[src/common/tc_cmd_pkg.sv]
package tc_cmd_pkg;

   ////////////////////////////////////////////////////////////////////////////
   // Widths and default sizes
   localparam int APB_AW = 12;           // APB byte address width
   localparam int CNT_W = 16;            // Counter and cycle-length width
   localparam int BUSY_N = 7;            // Number of sync-busy flags in use
   localparam int PRESCALE_DEFAULT = 4;  // Bus clocks per core tick
   localparam int CMD_WAIT = 64;         // Upper bound on command execution (needs PRESCALE <= 64)

   ////////////////////////////////////////////////////////////////////////////
   // Register indices; byte address is four times the index
   localparam logic [7:0] IDX_CTRLA = 8'h00;
   localparam logic [7:0] IDX_CTRLBCLR = 8'h04;
   localparam logic [7:0] IDX_CTRLBSET = 8'h05;
   localparam logic [7:0] IDX_STATUS = 8'h0B;
   localparam logic [7:0] IDX_SYNCBUSY = 8'h10;
   localparam logic [7:0] IDX_COUNT = 8'h14;
   localparam logic [7:0] IDX_CYCLE_LENGTH = 8'h1B;
   localparam logic [7:0] IDX_CC = 8'h1C;

   ////////////////////////////////////////////////////////////////////////////
   // Field positions
   localparam int CTRLA_SOFT_RESET_BIT = 0;
   localparam int CTRLA_EN_BIT = 1;
   localparam int CB_DIR_BIT = 0;
   localparam int CB_UPDATE_LOCK_BIT = 1;
   localparam int CB_SINGLE_RUN_BIT = 2;
   localparam int CB_CMD_LSB = 5;
   localparam int CB_CMD_MSB = 7;
   localparam int ST_PERBV_BIT = 3;
   localparam int ST_CCBV_BIT = 4;
   localparam int SB_SOFT_RESET = 0;
   localparam int SB_ENABLE = 1;
   localparam int SB_CONTROL_B = 2;
   localparam int SB_STATUS = 3;
   localparam int SB_COUNT = 4;
   localparam int SB_CYCLE_LENGTH = 5;
   localparam int SB_CC = 6;

   ////////////////////////////////////////////////////////////////////////////
   // Command codes
   localparam logic [2:0] CMD_NONE = 3'h0;
   localparam logic [2:0] CMD_RETRIGGER = 3'h1;
   localparam logic [2:0] CMD_STOP = 3'h2;
   localparam logic [2:0] CMD_UPDATE = 3'h3;
   localparam logic [2:0] CMD_COUNT_RESAMPLE = 3'h4;

   ////////////////////////////////////////////////////////////////////////////
   // Reset values
   localparam logic [7:0] CONTROL_B_REG_RESET = 8'h00;
   localparam logic [CNT_W-1:0] COUNT_RESET = 16'h0000;
   localparam logic [CNT_W-1:0] CYCLE_LENGTH_RESET = 16'hFFFF;
   localparam logic [CNT_W-1:0] CC_RESET = 16'h0000;

endpackage

[src/design/timer_command_and_sync_busy.sv]
`timescale 1ns/1ps
module timer_command_and_sync_busy
   import tc_cmd_pkg::*;
#(
   parameter int PRESCALE = tc_cmd_pkg::PRESCALE_DEFAULT
) (
   input wire logic clk,
   input wire logic arst_n,
   input wire logic psel,
   input wire logic penable,
   input wire logic pwrite,
   input wire logic [tc_cmd_pkg::APB_AW-1:0] paddr,
   input wire logic [31:0] pwdata,
   output logic [31:0] prdata,
   output logic pready,
   output logic pslverr,
   output logic counter_running,
   output logic wrap_event
);
   import tc_cmd_pkg::*;

   localparam int PW = (PRESCALE > 1) ? $clog2(PRESCALE) : 1;

   ////////////////////////////////////////////////////////////////////////////
   // State of the block except the busy flags, which sit in u_busy
   typedef struct packed {
      logic [PW-1:0] presc;       // Core tick divider
      logic [2:0] cmd_pend;       // Issued command awaiting its tick
      logic dir;                  // Count down when set
      logic buffer_update_lock;   // Buffer update lock
      logic single_run;           // One-shot mode
      logic enable_req;           // Enable as written by software
      logic enable;               // Enable as seen by the core
      logic soft_reset_pend;      // Soft reset awaiting its tick
      logic running;              // Counter running
      logic wrap_ev;              // Wrap pulse
      logic [CNT_W-1:0] count;    // Core counter
      logic [CNT_W-1:0] snap;     // Counter value visible to the bus
      logic [CNT_W-1:0] cycle_length;      // Active cycle length
      logic [CNT_W-1:0] per_buf;  // Cycle length shadow
      logic per_bv;               // Cycle length shadow valid
      logic [CNT_W-1:0] cc;       // Active compare value
      logic [CNT_W-1:0] cc_buf;   // Compare shadow
      logic cc_bv;                // Compare shadow valid
      logic pready;               // APB ready
      logic pslverr;              // APB error
      logic [31:0] prdata;        // APB read data
   } state_t;

   localparam state_t ST_RST = '{cycle_length: CYCLE_LENGTH_RESET, count: COUNT_RESET, cc: CC_RESET, default: '0};

   state_t st_ff;
   state_t nxt_st;
   logic tick;                    // One-cycle core clock tick
   logic wrap;                    // Counter wraps at this tick
   logic upd;                     // Shadow to active transfer at this tick
   logic counting;                // Counter advances at this tick
   logic setup;                   // APB setup phase
   logic wr_acc;                  // APB write takes effect
   logic [7:0] idx;               // Register index from address
   logic mapped;                  // Address hits a register
   logic [2:0] wcmd;              // Command field of write data
   logic [31:0] rd_val;           // Read mux
   logic [BUSY_N-1:0] busy_set;
   logic [BUSY_N-1:0] busy_clr;
   logic [BUSY_N-1:0] busy;

   ////////////////////////////////////////////////////////////////////////////
   // Decode
   assign tick = (st_ff.presc == PW'(PRESCALE - 1));
   assign setup = psel && !penable;
   assign wr_acc = psel && penable && pwrite && st_ff.pready;
   assign idx = paddr[9:2];
   assign wcmd = pwdata[CB_CMD_MSB:CB_CMD_LSB];
   assign counting = st_ff.enable && st_ff.running &&
                     (st_ff.cmd_pend != CMD_RETRIGGER) && (st_ff.cmd_pend != CMD_STOP);
   // Overflow counting up at the cycle length, underflow counting down at zero
   assign wrap = tick && counting && (st_ff.dir ? (st_ff.count == '0) : (st_ff.count == st_ff.cycle_length));
   // Forced update ignores the lock; hardware update honours it
   assign upd = tick && !st_ff.soft_reset_pend &&
                ((st_ff.cmd_pend == CMD_UPDATE) || (wrap && !st_ff.buffer_update_lock));

   // Address map; unaligned or out of range accesses are errors
   always_comb begin
      mapped = 1'b0;
      if ((paddr[1:0] == 2'b00) && (paddr[APB_AW-1:10] == '0)) begin
         case (idx)
            IDX_CTRLA, IDX_CTRLBCLR, IDX_CTRLBSET, IDX_STATUS,
            IDX_SYNCBUSY, IDX_COUNT, IDX_CYCLE_LENGTH, IDX_CC: mapped = 1'b1;
            default: mapped = 1'b0;
         endcase
      end
   end

   // Read mux; narrower registers sit in the low bits
   always_comb begin
      rd_val = '0;
      if (mapped) begin
         case (idx)
            IDX_CTRLA: begin
               rd_val[CTRLA_SOFT_RESET_BIT] = st_ff.soft_reset_pend;
               rd_val[CTRLA_EN_BIT] = st_ff.enable_req;
            end
            IDX_CTRLBCLR, IDX_CTRLBSET: begin
               rd_val[CB_CMD_MSB:CB_CMD_LSB] = st_ff.cmd_pend;
               rd_val[CB_SINGLE_RUN_BIT] = st_ff.single_run;
               rd_val[CB_UPDATE_LOCK_BIT] = st_ff.buffer_update_lock;
               rd_val[CB_DIR_BIT] = st_ff.dir;
            end
            IDX_STATUS: begin
               rd_val[ST_PERBV_BIT] = st_ff.per_bv;
               rd_val[ST_CCBV_BIT] = st_ff.cc_bv;
            end
            IDX_SYNCBUSY: rd_val[BUSY_N-1:0] = busy;
            IDX_COUNT: rd_val[CNT_W-1:0] = st_ff.snap;
            IDX_CYCLE_LENGTH: rd_val[CNT_W-1:0] = st_ff.cycle_length;
            IDX_CC: rd_val[CNT_W-1:0] = st_ff.cc;
            default: rd_val = '0;
         endcase
      end
   end

   ////////////////////////////////////////////////////////////////////////////
   // Next state: core tick first, then bus writes, so a write wins a tie
   always_comb begin
      nxt_st = st_ff;
      busy_set = '0;
      nxt_st.presc = tick ? '0 : PW'(st_ff.presc + 1'b1);
      nxt_st.wrap_ev = 1'b0;
      if (tick) begin
         if (st_ff.soft_reset_pend) begin
            // Soft reset lands in the core; everything returns to reset values
            nxt_st = ST_RST;
         end else begin
            nxt_st.enable = st_ff.enable_req;
            nxt_st.cmd_pend = CMD_NONE;
            // Pending command runs on this tick
            case (st_ff.cmd_pend)
               CMD_RETRIGGER: begin
                  nxt_st.running = 1'b1;
                  nxt_st.count = st_ff.dir ? st_ff.cycle_length : '0;
               end
               CMD_STOP: nxt_st.running = 1'b0;
               CMD_COUNT_RESAMPLE: nxt_st.snap = st_ff.count;
               default: ;
            endcase
            // Counter step with wrap
            if (counting) begin
               if (wrap) begin
                  nxt_st.count = st_ff.dir ? st_ff.cycle_length : '0;
                  nxt_st.wrap_ev = 1'b1;
                  // One-shot halts after the wrap; otherwise keep counting
                  if (st_ff.single_run) begin
                     nxt_st.running = 1'b0;
                  end
               end else if (st_ff.dir) begin
                  nxt_st.count = CNT_W'(st_ff.count - 1'b1);
               end else begin
                  nxt_st.count = CNT_W'(st_ff.count + 1'b1);
               end
            end
            // Shadow transfer; only valid shadows are copied
            if (upd) begin
               if (st_ff.per_bv) begin
                  nxt_st.cycle_length = st_ff.per_buf;
               end
               if (st_ff.cc_bv) begin
                  nxt_st.cc = st_ff.cc_buf;
               end
               nxt_st.per_bv = 1'b0;
               nxt_st.cc_bv = 1'b0;
            end
         end
      end

      // APB slave: one wait-free access phase, data registered in setup
      nxt_st.pready = setup;
      nxt_st.pslverr = setup && !mapped;
      nxt_st.prdata = setup ? rd_val : '0;
      if (wr_acc && mapped) begin
         case (idx)
            IDX_CTRLA: begin
               if (pwdata[CTRLA_SOFT_RESET_BIT]) begin
                  nxt_st.soft_reset_pend = 1'b1;
                  busy_set[SB_SOFT_RESET] = 1'b1;
               end
               nxt_st.enable_req = pwdata[CTRLA_EN_BIT];
               busy_set[SB_ENABLE] = 1'b1;
            end
            IDX_CTRLBSET: begin
               // Ones set, zeros leave bits alone
               nxt_st.dir = st_ff.dir | pwdata[CB_DIR_BIT];
               nxt_st.buffer_update_lock = st_ff.buffer_update_lock | pwdata[CB_UPDATE_LOCK_BIT];
               nxt_st.single_run = st_ff.single_run | pwdata[CB_SINGLE_RUN_BIT];
               busy_set[SB_CONTROL_B] = 1'b1;
            end
            IDX_CTRLBCLR: begin
               // Ones clear, zeros leave bits alone
               nxt_st.dir = st_ff.dir & ~pwdata[CB_DIR_BIT];
               nxt_st.buffer_update_lock = st_ff.buffer_update_lock & ~pwdata[CB_UPDATE_LOCK_BIT];
               nxt_st.single_run = st_ff.single_run & ~pwdata[CB_SINGLE_RUN_BIT];
               busy_set[SB_CONTROL_B] = 1'b1;
            end
            IDX_STATUS: begin
               // Write one clears a shadow-valid flag
               if (pwdata[ST_PERBV_BIT]) begin
                  nxt_st.per_bv = 1'b0;
               end
               if (pwdata[ST_CCBV_BIT]) begin
                  nxt_st.cc_bv = 1'b0;
                  busy_set[SB_STATUS] = 1'b1;
               end
            end
            IDX_CYCLE_LENGTH: begin
               nxt_st.per_buf = pwdata[CNT_W-1:0];
               nxt_st.per_bv = 1'b1;
               busy_set[SB_CYCLE_LENGTH] = 1'b1;
            end
            IDX_CC: begin
               nxt_st.cc_buf = pwdata[CNT_W-1:0];
               nxt_st.cc_bv = 1'b1;
               busy_set[SB_CC] = 1'b1;
            end
            default: ;
         endcase
         // Both control-B views carry the command; code zero is ignored
         if (((idx == IDX_CTRLBSET) || (idx == IDX_CTRLBCLR)) && (wcmd != CMD_NONE)) begin
            nxt_st.cmd_pend = wcmd;
            if (wcmd == CMD_COUNT_RESAMPLE) begin
               busy_set[SB_COUNT] = 1'b1;
            end
         end
      end
   end

   ////////////////////////////////////////////////////////////////////////////
   // Busy clears; the bank lets a set in the same cycle win
   always_comb begin
      busy_clr = '0;
      busy_clr[SB_SOFT_RESET] = tick;
      busy_clr[SB_ENABLE] = tick;
      busy_clr[SB_CONTROL_B] = tick;
      busy_clr[SB_STATUS] = tick;
      busy_clr[SB_COUNT] = tick && (st_ff.cmd_pend == CMD_COUNT_RESAMPLE);
      busy_clr[SB_CYCLE_LENGTH] = tick || upd || (st_ff.per_bv && !nxt_st.per_bv);
      busy_clr[SB_CC] = upd || (st_ff.cc_bv && !nxt_st.cc_bv);
   end

   busy_flag_bank #(
      .N(BUSY_N)
   ) u_busy (
      .clk(clk),
      .arst_n(arst_n),
      .set_req(busy_set),
      .clr_req(busy_clr),
      .busy(busy)
   );

   // State register
   always_ff @(posedge clk or negedge arst_n) begin
      if (!arst_n) begin
         st_ff <= ST_RST;
      end else begin
         st_ff <= nxt_st;
      end
   end

   assign prdata = st_ff.prdata;
   assign pready = st_ff.pready;
   assign pslverr = st_ff.pslverr;
   assign counter_running = st_ff.running;
   assign wrap_event = st_ff.wrap_ev;

   localparam int CMD_LIMIT = CMD_WAIT; // Local copy, so the delay bound is a constant of this file
endmodule

[src/design/busy_flag_bank.sv]
`timescale 1ns/1ps
module busy_flag_bank #(
   parameter int N = 7
) (
   input wire logic clk,
   input wire logic arst_n,
   input wire logic [N-1:0] set_req,
   input wire logic [N-1:0] clr_req,
   output logic [N-1:0] busy
);

   // State of the bank
   typedef struct packed {
      logic [N-1:0] flag;
   } bank_t;

   bank_t st_ff;
   bank_t nxt_st;
   logic [N-1:0] nxt_flag; // Per-bit next value

   ////////////////////////////////////////////////////////////////////////////
   // One set-dominant flag per bit; a set in the clear cycle is never lost
   for (genvar i = 0; i < N; i++) begin : g_flag
      assign nxt_flag[i] = set_req[i] | (st_ff.flag[i] & ~clr_req[i]);
   end

   // Next state
   always_comb begin
      nxt_st = st_ff;
      nxt_st.flag = nxt_flag;
   end

   // State register
   always_ff @(posedge clk or negedge arst_n) begin
      if (!arst_n) begin
         st_ff <= '0;
      end else begin
         st_ff <= nxt_st;
      end
   end

   assign busy = st_ff.flag;

endmodule

[config.mk]
export PLATFORM = sky130hd
export DESIGN_NAME = timer_command_and_sync_busy
export DESIGN_NICKNAME = d
export VERILOG_FILES = /design/src/common/tc_cmd_pkg.sv /design/src/design/timer_command_and_sync_busy.sv /design/src/design/busy_flag_bank.sv
export SDC_FILE = /design/constraint.sdc
export NUM_CORES = 1
export LEC_CHECK = 0
export ABC_AREA = 1
export BUFFER_PORTS_ARGS = -buffer_cell sky130_fd_sc_hd__buf_2
export CAP_MARGIN = 20
export CORE_ASPECT_RATIO = 0.8
export CORE_MARGIN = 3
export CORE_UTILIZATION = 55
export CTS_CLUSTER_DIAMETER = 200
export DETAILED_ROUTE_END_ITERATION = 6
export GPL_ROUTABILITY_DRIVEN = 0
export PLACE_DENSITY = 0.76
export SYNTH_ARGS = -nofsm -noshare
export SYNTH_HDL_FRONTEND = slang
export SYNTH_SLANG_ARGS = --single-unit
export TNS_END_PERCENT = 1
[constraint.sdc]
create_clock -name clk -period 2.3 [get_ports clk]
set_input_delay 0.115 -clock clk [delete_from_list [all_inputs] [get_ports clk]]
set_output_delay 0.115 -clock clk [all_outputs]
set_load 0.02 [all_outputs]
==> metrics.csv, run 1 <==
stage;metric;value;unit
pwr;internal_power;4110;uW
timing;tightestPinTransition;0.909;ns
worst_setup_path;reg2regPathDepth;6;
run;cap_violations;0;
routing;drt_iter0_markers;649;
yosys;synth_edf_count;0;
timing;max_slew_margin;39.3;%
run_status;status;complete, no violations;
timing;worst_slack;0.124;ns
routing;routed_wirelength;20400;um
global_route;grt_max_degree;71;
finish;num-fill-cells;1098;
yosys;ys_types;48;
placement;place_inst;1188;
clock_tree;ctsLongestPathBuffers;2;
yosys;synth-adder-area-share;2.72;%
timing;finalMaxSlewViolations;0;
clock_tree;clk_pin_slew;0.06;ns
placement;place_ws;0.0915;ns
floorplanning;chipHeight;111;um
worst_setup_path;crit_chain;ha_1 -> inv_2 -> nor3_2 -> buf_4 -> o32ai_1 -> dlygate4sd3_1;
yosys;ys_async_sr_fraction;100;%
pwr;pwr-share-seq;45.3;%
finish;final_nets;1112;
finish;drive_gt1_share;17.0;%
clock_tree;cts_buffers;17;
global_route;use_met1;41.5;%
worst_setup_path;path_buf_inv;3;
pwr;comb_power_share;3.2;%
pwr;switching_share;22.4;%
worst_setup_path;end_kind;flop;
worst_setup_path;path_class;reg2reg;
yosys;synth_compound_area_share;13.6;%
yosys;seq_area_frac_synth;44.8;%
routing;final_antenna_net_count;0;
clock_tree;cts_tree;built;
yosys;synth-simple-area-share;26.3;%
worst_setup_path;crit_family;buffers and inverters;
finish;multi_input_area;3440;um^2
floorplanning;start_util;57.9;%
worst_hold_path;min_path_type;in2reg;
yosys;ys.flop_type;dfrtp_1;
pwr;power_density;601;nW/um^2
timing;post-route-period-util;94.6;%
global_route;grt_util_all_layers;27.1;%
pwr;p_leak;0.00453;uW
worst_setup_path;cp.depth;6;
routing;drt_pre_antenna_iters;5;
global_route;antenna_found_initial;0;
global_route;gr-usage-met2;38.3;%
clock_tree;htree_levels;4;
yosys;yosysWarnings;0;
timing;period_minus_slack;2.18;ns
global_route;grt-busiest-layer;met1;
timing;setup_tns;0;ns
worst_setup_path;required;2.60;ns
routing;drc;0;
worst_setup_path;path_max_fanout;5;
routing;routed-via-count;6889;
floorplanning;rows;37;
global_route;grt_pass1_wl;33100;um
timing;hold_viol;0;
finish;diodes;0;
floorplanning;die_area;15300;um^2
pwr;peakVddDrop;507;uV
yosys;syn_area;7640;um^2
worst_setup_path;critical_path.max_stage_delay;0.57;ns
routing;viasPerCell;5.58;
worst_setup_path;critPathSlowestCell;dlygate4sd3_1;
global_route;use_met3;7.59;%
floorplanning;die_w;138;um
yosys;synth.mux.area_fraction;0;%
placement;port-buffer-count;52;
timing;max_freq;460;MHz
worst_setup_path;critPathLaunchType;flop;
finish;fin_cells;1235;
floorplanning;ios;85;
finish;regArea;3420;um^2
yosys;synth-xor-area-share;1.26;%
clock_tree;cts_setup_buffers;0;
timing;rsz0062_at_grt;true;
clock_tree;cts_num_sinks;136;
timing;final-setup-viol-count;0;
worst_setup_path;crit_arrival;2.48;ns
clock_tree;clock_tree.root_cell;clkbuf_16;
yosys;synth.avg_cell_area;7.76;um^2
finish;syn2layout_area_growth;15.4;%
global_route;gr-total-overflow;0;
clock_tree;clock_latency;0.42;ns
routing;routedWlPerCell;16.5;um
yosys;synth_top_family_by_area;simple AND/OR/NAND/NOR gates;
placement;hpwlAfterDp;14600;um
timing;fin_worst_skew;0.0101;ns
pwr;switchingPower;1190;uW
yosys;syn_inst;984;
global_route;grt_pass1_vias;6433;
yosys;yosys_register_bits;136;
worst_hold_path;hold_depth;3;
pwr;clock_power_share;51.5;%
floorplanning;core-area;13200;um^2
-- routing by layer --
metal  up-vias  wire length (um)
met4         0               273
met2       291              8750
met1      3246              9470
met5         -                 0
met3        30              1860
li1       3322                 -
-- worst paths after layout --
kind,from,end,slack (ns)
setup / recovery,st_ff[143],u_busy.busy[4],0.12
hold / removal,pwdata[4],st_ff[72],0.007
setup reg to reg,st_ff[143],u_busy.busy[4],0.12
hold reg to reg,st_ff[143],st_ff[143],0.43
max in group asynchronous,arst_n,st_ff[99],1.43
min in group asynchronous,arst_n,st_ff[144],0.19
-- sequential cells by signal, indices dropped and copies added, names as in the netlist --
signal	flops
st_ff	109
prdata	16
u_busy.busy	7
pslverr	1
pready	1
wrap_event	1
counter_running	1
-- Yosys cell counts, types with 16 or more instances --
cell / instances / area [um^2]
buf_4: 35 / 263
dfrtp_1: 120 / 3000
inv_1: 111 / 417
o21ai_0: 75 / 375
dfstp_2: 16 / 420
nand2_1: 245 / 920
or2_2: 18 / 113
o22ai_1: 26 / 163
nor2_1: 58 / 218
a21oi_1: 25 / 125
nand3_1: 103 / 515
o211ai_1: 22 / 165
-- cell usage in the layout (no fill, tap or decap), types with 6 or more instances in the layout --
master / Yosys / routed
nand2_1: 245 / 243
dfrtp_1: 120 / 119
inv_1: 111 / 111
nand3_1: 103 / 103
o21ai_0: 75 / 73
nor2_1: 58 / 54
buf_2: 11 / 51
o22ai_1: 26 / 26
buf_4: 35 / 25
a21oi_1: 25 / 24
o211ai_1: 22 / 22
or2_2: 18 / 18
clkbuf_16: 0 / 17
conb_1: 1 / 16
dfstp_2: 16 / 16
dlygate4sd3_1: 0 / 15
ha_1: 15 / 13
inv_2: 9 / 9
a31oi_1: 9 / 9
nand4_1: 8 / 8
xor2_1: 8 / 8
nor2_2: 2 / 6
-- layout make-up --
cell class | instances | area share (%)
clock buffer | 22 | 5.27
clock inverter | 10 | 1.36
inverter | 121 | 5.15
multi-input combinational | 675 | 39.1
sequential | 136 | 38.9
tap | 175 | 2.49
timing repair buffer | 96 | 7.77
-- worst min-delay path, cell delays in order --
cell	delay, ns
buf_2	0.12
inv_1	0.06
o21ai_0	0.08
-- power by group through the flow --
stage	clock network, uW	logic [uW]	registers, uW
global placement	0	152	2440
detailed placement	0	154	2440
global route	2830	193	2400
floorplan	0	71.8	2440
finish	2730	172	2400
CTS	2730	172	2400
-- cells by family (layout without fill, tap and decap cells) --
logic type	Yosys count	after routing
AOI/OAI and AO/OA	177	177
xor gates and xnor gates	11	11
adders and majority gates	16	16
buffers and inverters	188	249
DFF	136	136
other	1	16
and+or+nand+nor	455	455
-- timing repair --
action	CTS	global route
hold buffers	15	0
resized for setup	0	15
endpoints found under the setup margin	0	14
endpoints found under the hold margin	64	0
-- per-stage QoR --
stage | hold WS [ns] | area [um^2] | power, uW | util [%]
final | 0.00729 | 8810 | 5300 | 66.8
after global routing | 0.0230 | 8810 | 5420 | 66.8
after CTS | 0.00260 | 8780 | 5300 | 66.5
after detailed placement | 0.0786 | 8040 | 2590 | 60.9
after global placement | 0.0717 | 8040 | 2590 | 60.9
after floorplan | -0.181 | 7690 | 2510 | -
(Power assumes the default switching activity.)
==> inputs of run 2 (changes only) <==
- SETUP_SLACK_MARGIN: default -> 0.5
==> metrics.csv, run 2 (synthesis results as in run 1) <==
stage;metric;value;unit
worst_setup_path;critPathSlowestCell;dfrtp_4;
global_route;gr-usage-met2;41.3;%
routing;routed-via-count;7530;
worst_setup_path;path_class;reg2reg;
run;cap_violations;0;
floorplanning;rows;37;
floorplanning;die_w;138;um
worst_setup_path;reg2regPathDepth;12;
timing;finalMaxSlewViolations;0;
worst_setup_path;rrSetupSlack;0.17;ns
pwr;power_density;549;nW/um^2
floorplanning;die_area;15300;um^2
worst_setup_path;crit_chain;buf_12 -> ha_4 -> nand2_2 -> nor2_2 -> nand3_2 -> nand3_1 -> xor2_1 -> nand2_1 -> nand2_1 -> nand2_1 -> nand2_1 -> o21ai_0;
run_status;status;complete, no violations;
worst_setup_path;crit_arrival;2.42;ns
floorplanning;start_util;57.9;%
worst_setup_path;critPathLaunchType;flop;
floorplanning;chipHeight;111;um
worst_hold_path;hold_end;st_ff[70];
worst_setup_path;path_max_fanout;5;
floorplanning;ios;85;
global_route;grt_util_all_layers;29.2;%
worst_setup_path;end_kind;flop;
timing;setup_tns;0;ns
clock_tree;clock_tree.root_cell;clkbuf_16;
finish;diodes;0;
pwr;peakVddDrop;490;uV
clock_tree;cts_tree;built;
finish;layout_commonest_cell;nand2_1;
timing;tightestPinTransition;0.974;ns
global_route;grt-busiest-layer;met1;
worst_setup_path;path_buf_inv;1;
finish;final_core_util;72.9;%
routing;drt_iter0_markers;1050;
worst_setup_path;crit_family;simple AND/OR/NAND/NOR gates;
worst_setup_path;path_common_cell;nand2_1;
timing;post-route-period-util;92.7;%
timing;hold_viol;0;
worst_hold_path;hold_start;pwdata[2];
global_route;use_met3;7.50;%
clock_tree;clock_latency;0.42;ns
timing;final-setup-viol-count;0;
global_route;gr-total-overflow;0;
global_route;grt_pass1_vias;6858;
worst_setup_path;r2r-end;st_ff[128];
global_route;grt_pass1_wl;35300;um
finish;mostFrequentLayoutCells;nand2_1 (229), dfrtp_1 (115), inv_1 (106), nand3_1 (91), o21ai_0 (68);
floorplanning;core-area;13200;um^2
worst_setup_path;timing.rr.start;st_ff[139];
worst_hold_path;hold_depth;3;
finish;final_nets;1148;
finish;largest_register;st_ff;
clock_tree;htree_levels;4;
worst_setup_path;required;2.59;ns
finish;syn2layout_area_growth;26.0;%
routing;drc;0;
global_route;grt_max_degree;71;
clock_tree;clk_pin_slew;0.06;ns
routing;viasPerCell;5.92;
clock_tree;cts_buffers;17;
global_route;use_met1;44.1;%
routing;routedWlPerCell;18.3;um
timing;max_freq;469;MHz
placement;hpwlAfterDp;14700;um
finish;largest_reg_flops;109;
pwr;p_leak;0.00479;uW
finish;drive_gt1_share;25.6;%
clock_tree;ctsLongestPathBuffers;2;
timing;period_minus_slack;2.13;ns
worst_setup_path;critical_path.max_stage_delay;0.53;ns
timing;rsz0062_at_grt;true;
placement;port-buffer-count;52;
routing;final_antenna_net_count;0;
routing;routed_wirelength;23300;um
global_route;antenna_found_initial;0;
routing;drt_pre_antenna_iters;7;
timing;fin_worst_skew;0.0113;ns
worst_hold_path;min_path_type;in2reg;
clock_tree;cts_num_sinks;136;
finish;fin_cells;1271;
placement;place_inst;1193;
timing;max_slew_margin;35.0;%
-- run 2: worst max path at each step --
stage / from / end / slack, ns / cells after the start
after floorplan: st_ff[139] / st_ff[131] / 0.46 / 12
after global placement: st_ff[139] / st_ff[131] / 0.17 / 12
after detailed placement: st_ff[139] / st_ff[131] / 0.11 / 12
after CTS: st_ff[139] / st_ff[126] / 0.26 / 12
after global routing: st_ff[139] / st_ff[126] / 0.11 / 12
final: st_ff[139] / st_ff[128] / 0.17 / 12
-- run 2: report_power, final --
part           internal (uW)  total (uW)  switching, uW  leakage, uW
logic                   53.6         173            119      0.00268
clock network           1610        2710           1100     0.000276
registers               2400        2400          0.635      0.00183
total                   4060        5280           1220      0.00479
-- run 2: worst register-to-register path, cell delays in order (launching register included) --
cell     delay [ns]
dfrtp_4        0.53
buf_12         0.17
ha_4           0.31
nand2_2        0.11
nor2_2         0.16
nand3_2        0.08
nand3_1        0.08
xor2_1         0.20
nand2_1        0.11
nand2_1        0.08
nand2_1        0.05
nand2_1        0.07
o21ai_0        0.07
-- run 2: final cells by class --
| class | count | area, um^2 |
|---|---|---|
| clock buffer | 19 | 433 |
| inverter | 121 | 458 |
| timing repair buffer | 129 | 1000 |
| fill | 957 | 3570 |
| multi-input combinational | 678 | 3930 |
| tap | 175 | 219 |
| sequential | 136 | 3430 |
| clock inverter | 13 | 148 |
-- run 2: what timing repair did --
action                                  CTS  global route
hold buffers                             16             0
endpoints found under the setup margin   70            98
pin swaps                                21            24
setup buffers                            13            13
endpoints found under the hold margin    72             0
cloned                                    1             3
resized for setup                        53            58
-- run 2: stage by stage --
| step | hold WS [ns] | setup WS, ns | cell area, um^2 | total power [uW] |
|---|---|---|---|---|
| after floorplan | -0.181 | 0.462 | 7710 | 2510 |
| after global placement | 0.152 | 0.175 | 8080 | 2590 |
| after detailed placement | 0.157 | 0.106 | 8080 | 2590 |
| after CTS | 0.00566 | 0.260 | 9240 | 5280 |
| after global routing | 0.0370 | 0.111 | 9620 | 5410 |
| final | 0.00692 | 0.169 | 9620 | 5280 |
-- run 2: metal layers --
layer  wire, um  vias up
li1           -     3405
met1       9720     3573
met2      10500      474
met3       2430       78
met4        632        0
met5          0        -
==> inputs of run 3 (changes only) <==
- CORE_ASPECT_RATIO: 0.8 -> 1.75
==> metrics.csv, run 3 (synthesis results as in run 1) <==
stage;metric;value;unit
placement;port-buffer-count;52;
finish;final_nets;1132;
worst_setup_path;path_max_fanout;7;
worst_setup_path;crit_arrival;2.41;ns
routing;routed_wirelength;21500;um
worst_setup_path;r2r-end;st_ff[124];
global_route;gr-total-overflow;0;
routing;viasPerCell;5.65;
finish;layout_commonest_cell;nand2_1;
timing;final-setup-viol-count;0;
floorplanning;chipHeight;162;um
placement;place_ws;0.106;ns
finish;fin_cells;1254;
worst_hold_path;min_path_type;in2reg;
placement;placed_area;8080;um^2
timing;rsz0062_at_grt;true;
worst_hold_path;hold_depth;4;
global_route;grt_max_degree;71;
clock_tree;ctsLongestPathBuffers;2;
pwr;p_leak;0.00469;uW
worst_setup_path;timing.rr.start;st_ff[139];
clock_tree;clock_tree.root_cell;clkbuf_16;
floorplanning;rows;56;
floorplanning;die_area;15400;um^2
pwr;peakVddDrop;525;uV
routing;drc;0;
finish;fin_area;9320;um^2
global_route;antenna_found_initial;0;
timing;worst_slack;0.179;ns
clock_tree;clock_latency;0.42;ns
timing;hold_viol;0;
worst_setup_path;end_kind;flop;
finish;num-fill-cells;1087;
global_route;grt_util_all_layers;28.7;%
worst_setup_path;critPathLaunchType;flop;
worst_hold_path;hold_end;st_ff[137];
worst_setup_path;path_class;reg2reg;
finish;largest_register;st_ff;
routing;final_antenna_net_count;0;
timing;max_slew_margin;38.1;%
timing;finalMaxSlewViolations;0;
routing;routedWlPerCell;17.2;um
clock_tree;cts_tree;built;
clock_tree;cts_buffers;17;
routing;routed-via-count;7090;
finish;drive_gt1_share;23.3;%
finish;mostFrequentLayoutCells;nand2_1 (229), dfrtp_1 (119), inv_1 (108), nand3_1 (98), o21ai_0 (69);
timing;fin_worst_skew;0.00958;ns
floorplanning;start_util;56.5;%
pwr;power_density;557;nW/um^2
timing;period_minus_slack;2.12;ns
finish;diodes;0;
timing;post-route-period-util;92.2;%
clock_tree;clk_pin_slew;0.06;ns
worst_hold_path;hold_start;pwdata[2];
floorplanning;core-area;13500;um^2
timing;max_freq;471;MHz
finish;syn2layout_area_growth;22.1;%
worst_setup_path;required;2.59;ns
floorplanning;die_w;95.1;um
routing;drt_pre_antenna_iters;7;
timing;timing.hold.ws;0.0147;ns
routing;drt_iter0_markers;542;
timing;setup_tns;0;ns
worst_setup_path;rrSetupSlack;0.18;ns
clock_tree;cts_num_sinks;136;
placement;hpwlAfterDp;14700;um
global_route;grt_pass1_wl;34200;um
global_route;grt_pass1_vias;7014;
floorplanning;ios;85;
clock_tree;htree_levels;4;
worst_setup_path;reg2regPathDepth;10;
finish;largest_reg_flops;109;
run;cap_violations;0;
timing;tightestPinTransition;0.927;ns
placement;place_inst;1190;
run_status;status;complete, no violations;
-- run 3: worst max path at each step --
stage / start / to / slack [ns] / cells after the start
2_1_floorplan: st_ff[139] / st_ff[131] / 0.46 / 12
3_3_place_gp: st_ff[139] / st_ff[129] / 0.13 / 9
3_5_place_dp: st_ff[139] / st_ff[130] / 0.11 / 9
4_1_cts: st_ff[139] / st_ff[130] / 0.23 / 11
5_1_grt: st_ff[129] / st_ff[87] / 0.1 / 11
6_report: st_ff[139] / st_ff[124] / 0.18 / 10
-- run 3: final cells by class --
cell class	count	area (um^2)	share of cell area, %
Multi-Input combinational cell	675	3790	40.7
Sequential cell	136	3430	36.8
Timing Repair Buffer	116	866	9.29
Inverter	121	454	4.87
Clock buffer	20	447	4.79
Tap cell	174	218	2.34
Clock inverter	12	115	1.23
-- run 3: report_power, final --
group	switching (uW)	internal (uW)
clock network	1090	1530
logic	118	54.8
registers	0.627	2400
-- run 3: worst max-delay path, stage by stage (launching register included) --
cell	delay [ns]
dfrtp_4	0.57
buf_12	0.18
ha_4	0.26
a21oi_4	0.18
nand2_4	0.08
buf_4	0.14
a21oi_2	0.14
xor2_1	0.19
o21ai_0	0.10
nand2_1	0.07
o21ai_0	0.08
-- run 3: metal layers --
metal | vias up | wire length [um] | track usage [%] | part of all wire [%]
li1 | 3352 | - | - | -
met1 | 3295 | 7910 | 33.0 | 37
met2 | 344 | 10900 | 48.3 | 51
met3 | 99 | 1180 | 4.31 | 5.5
met4 | 0 | 1550 | 19.1 | 7.2
met5 | - | 0 | 0 | 0
-- run 3: what timing repair did --
action / 4_1_cts / 5_1_grt
endpoints found under the setup margin: 68 / 103
hold endpoints to repair: 100 / 0
pin swaps: 8 / 22
cloned: 0 / 0
setup buffers: 5 / 11
gates resized for setup: 41 / 55
hold buffers: 16 / 0
-- run 3: stage by stage --
step / util, % / total power (uW)
after floorplan: - / 2510
after global placement: 59.7 / 2590
after detailed placement: 59.7 / 2590
after CTS: 66.8 / 5200
after global routing: 68.9 / 5330
final: 68.9 / 5190
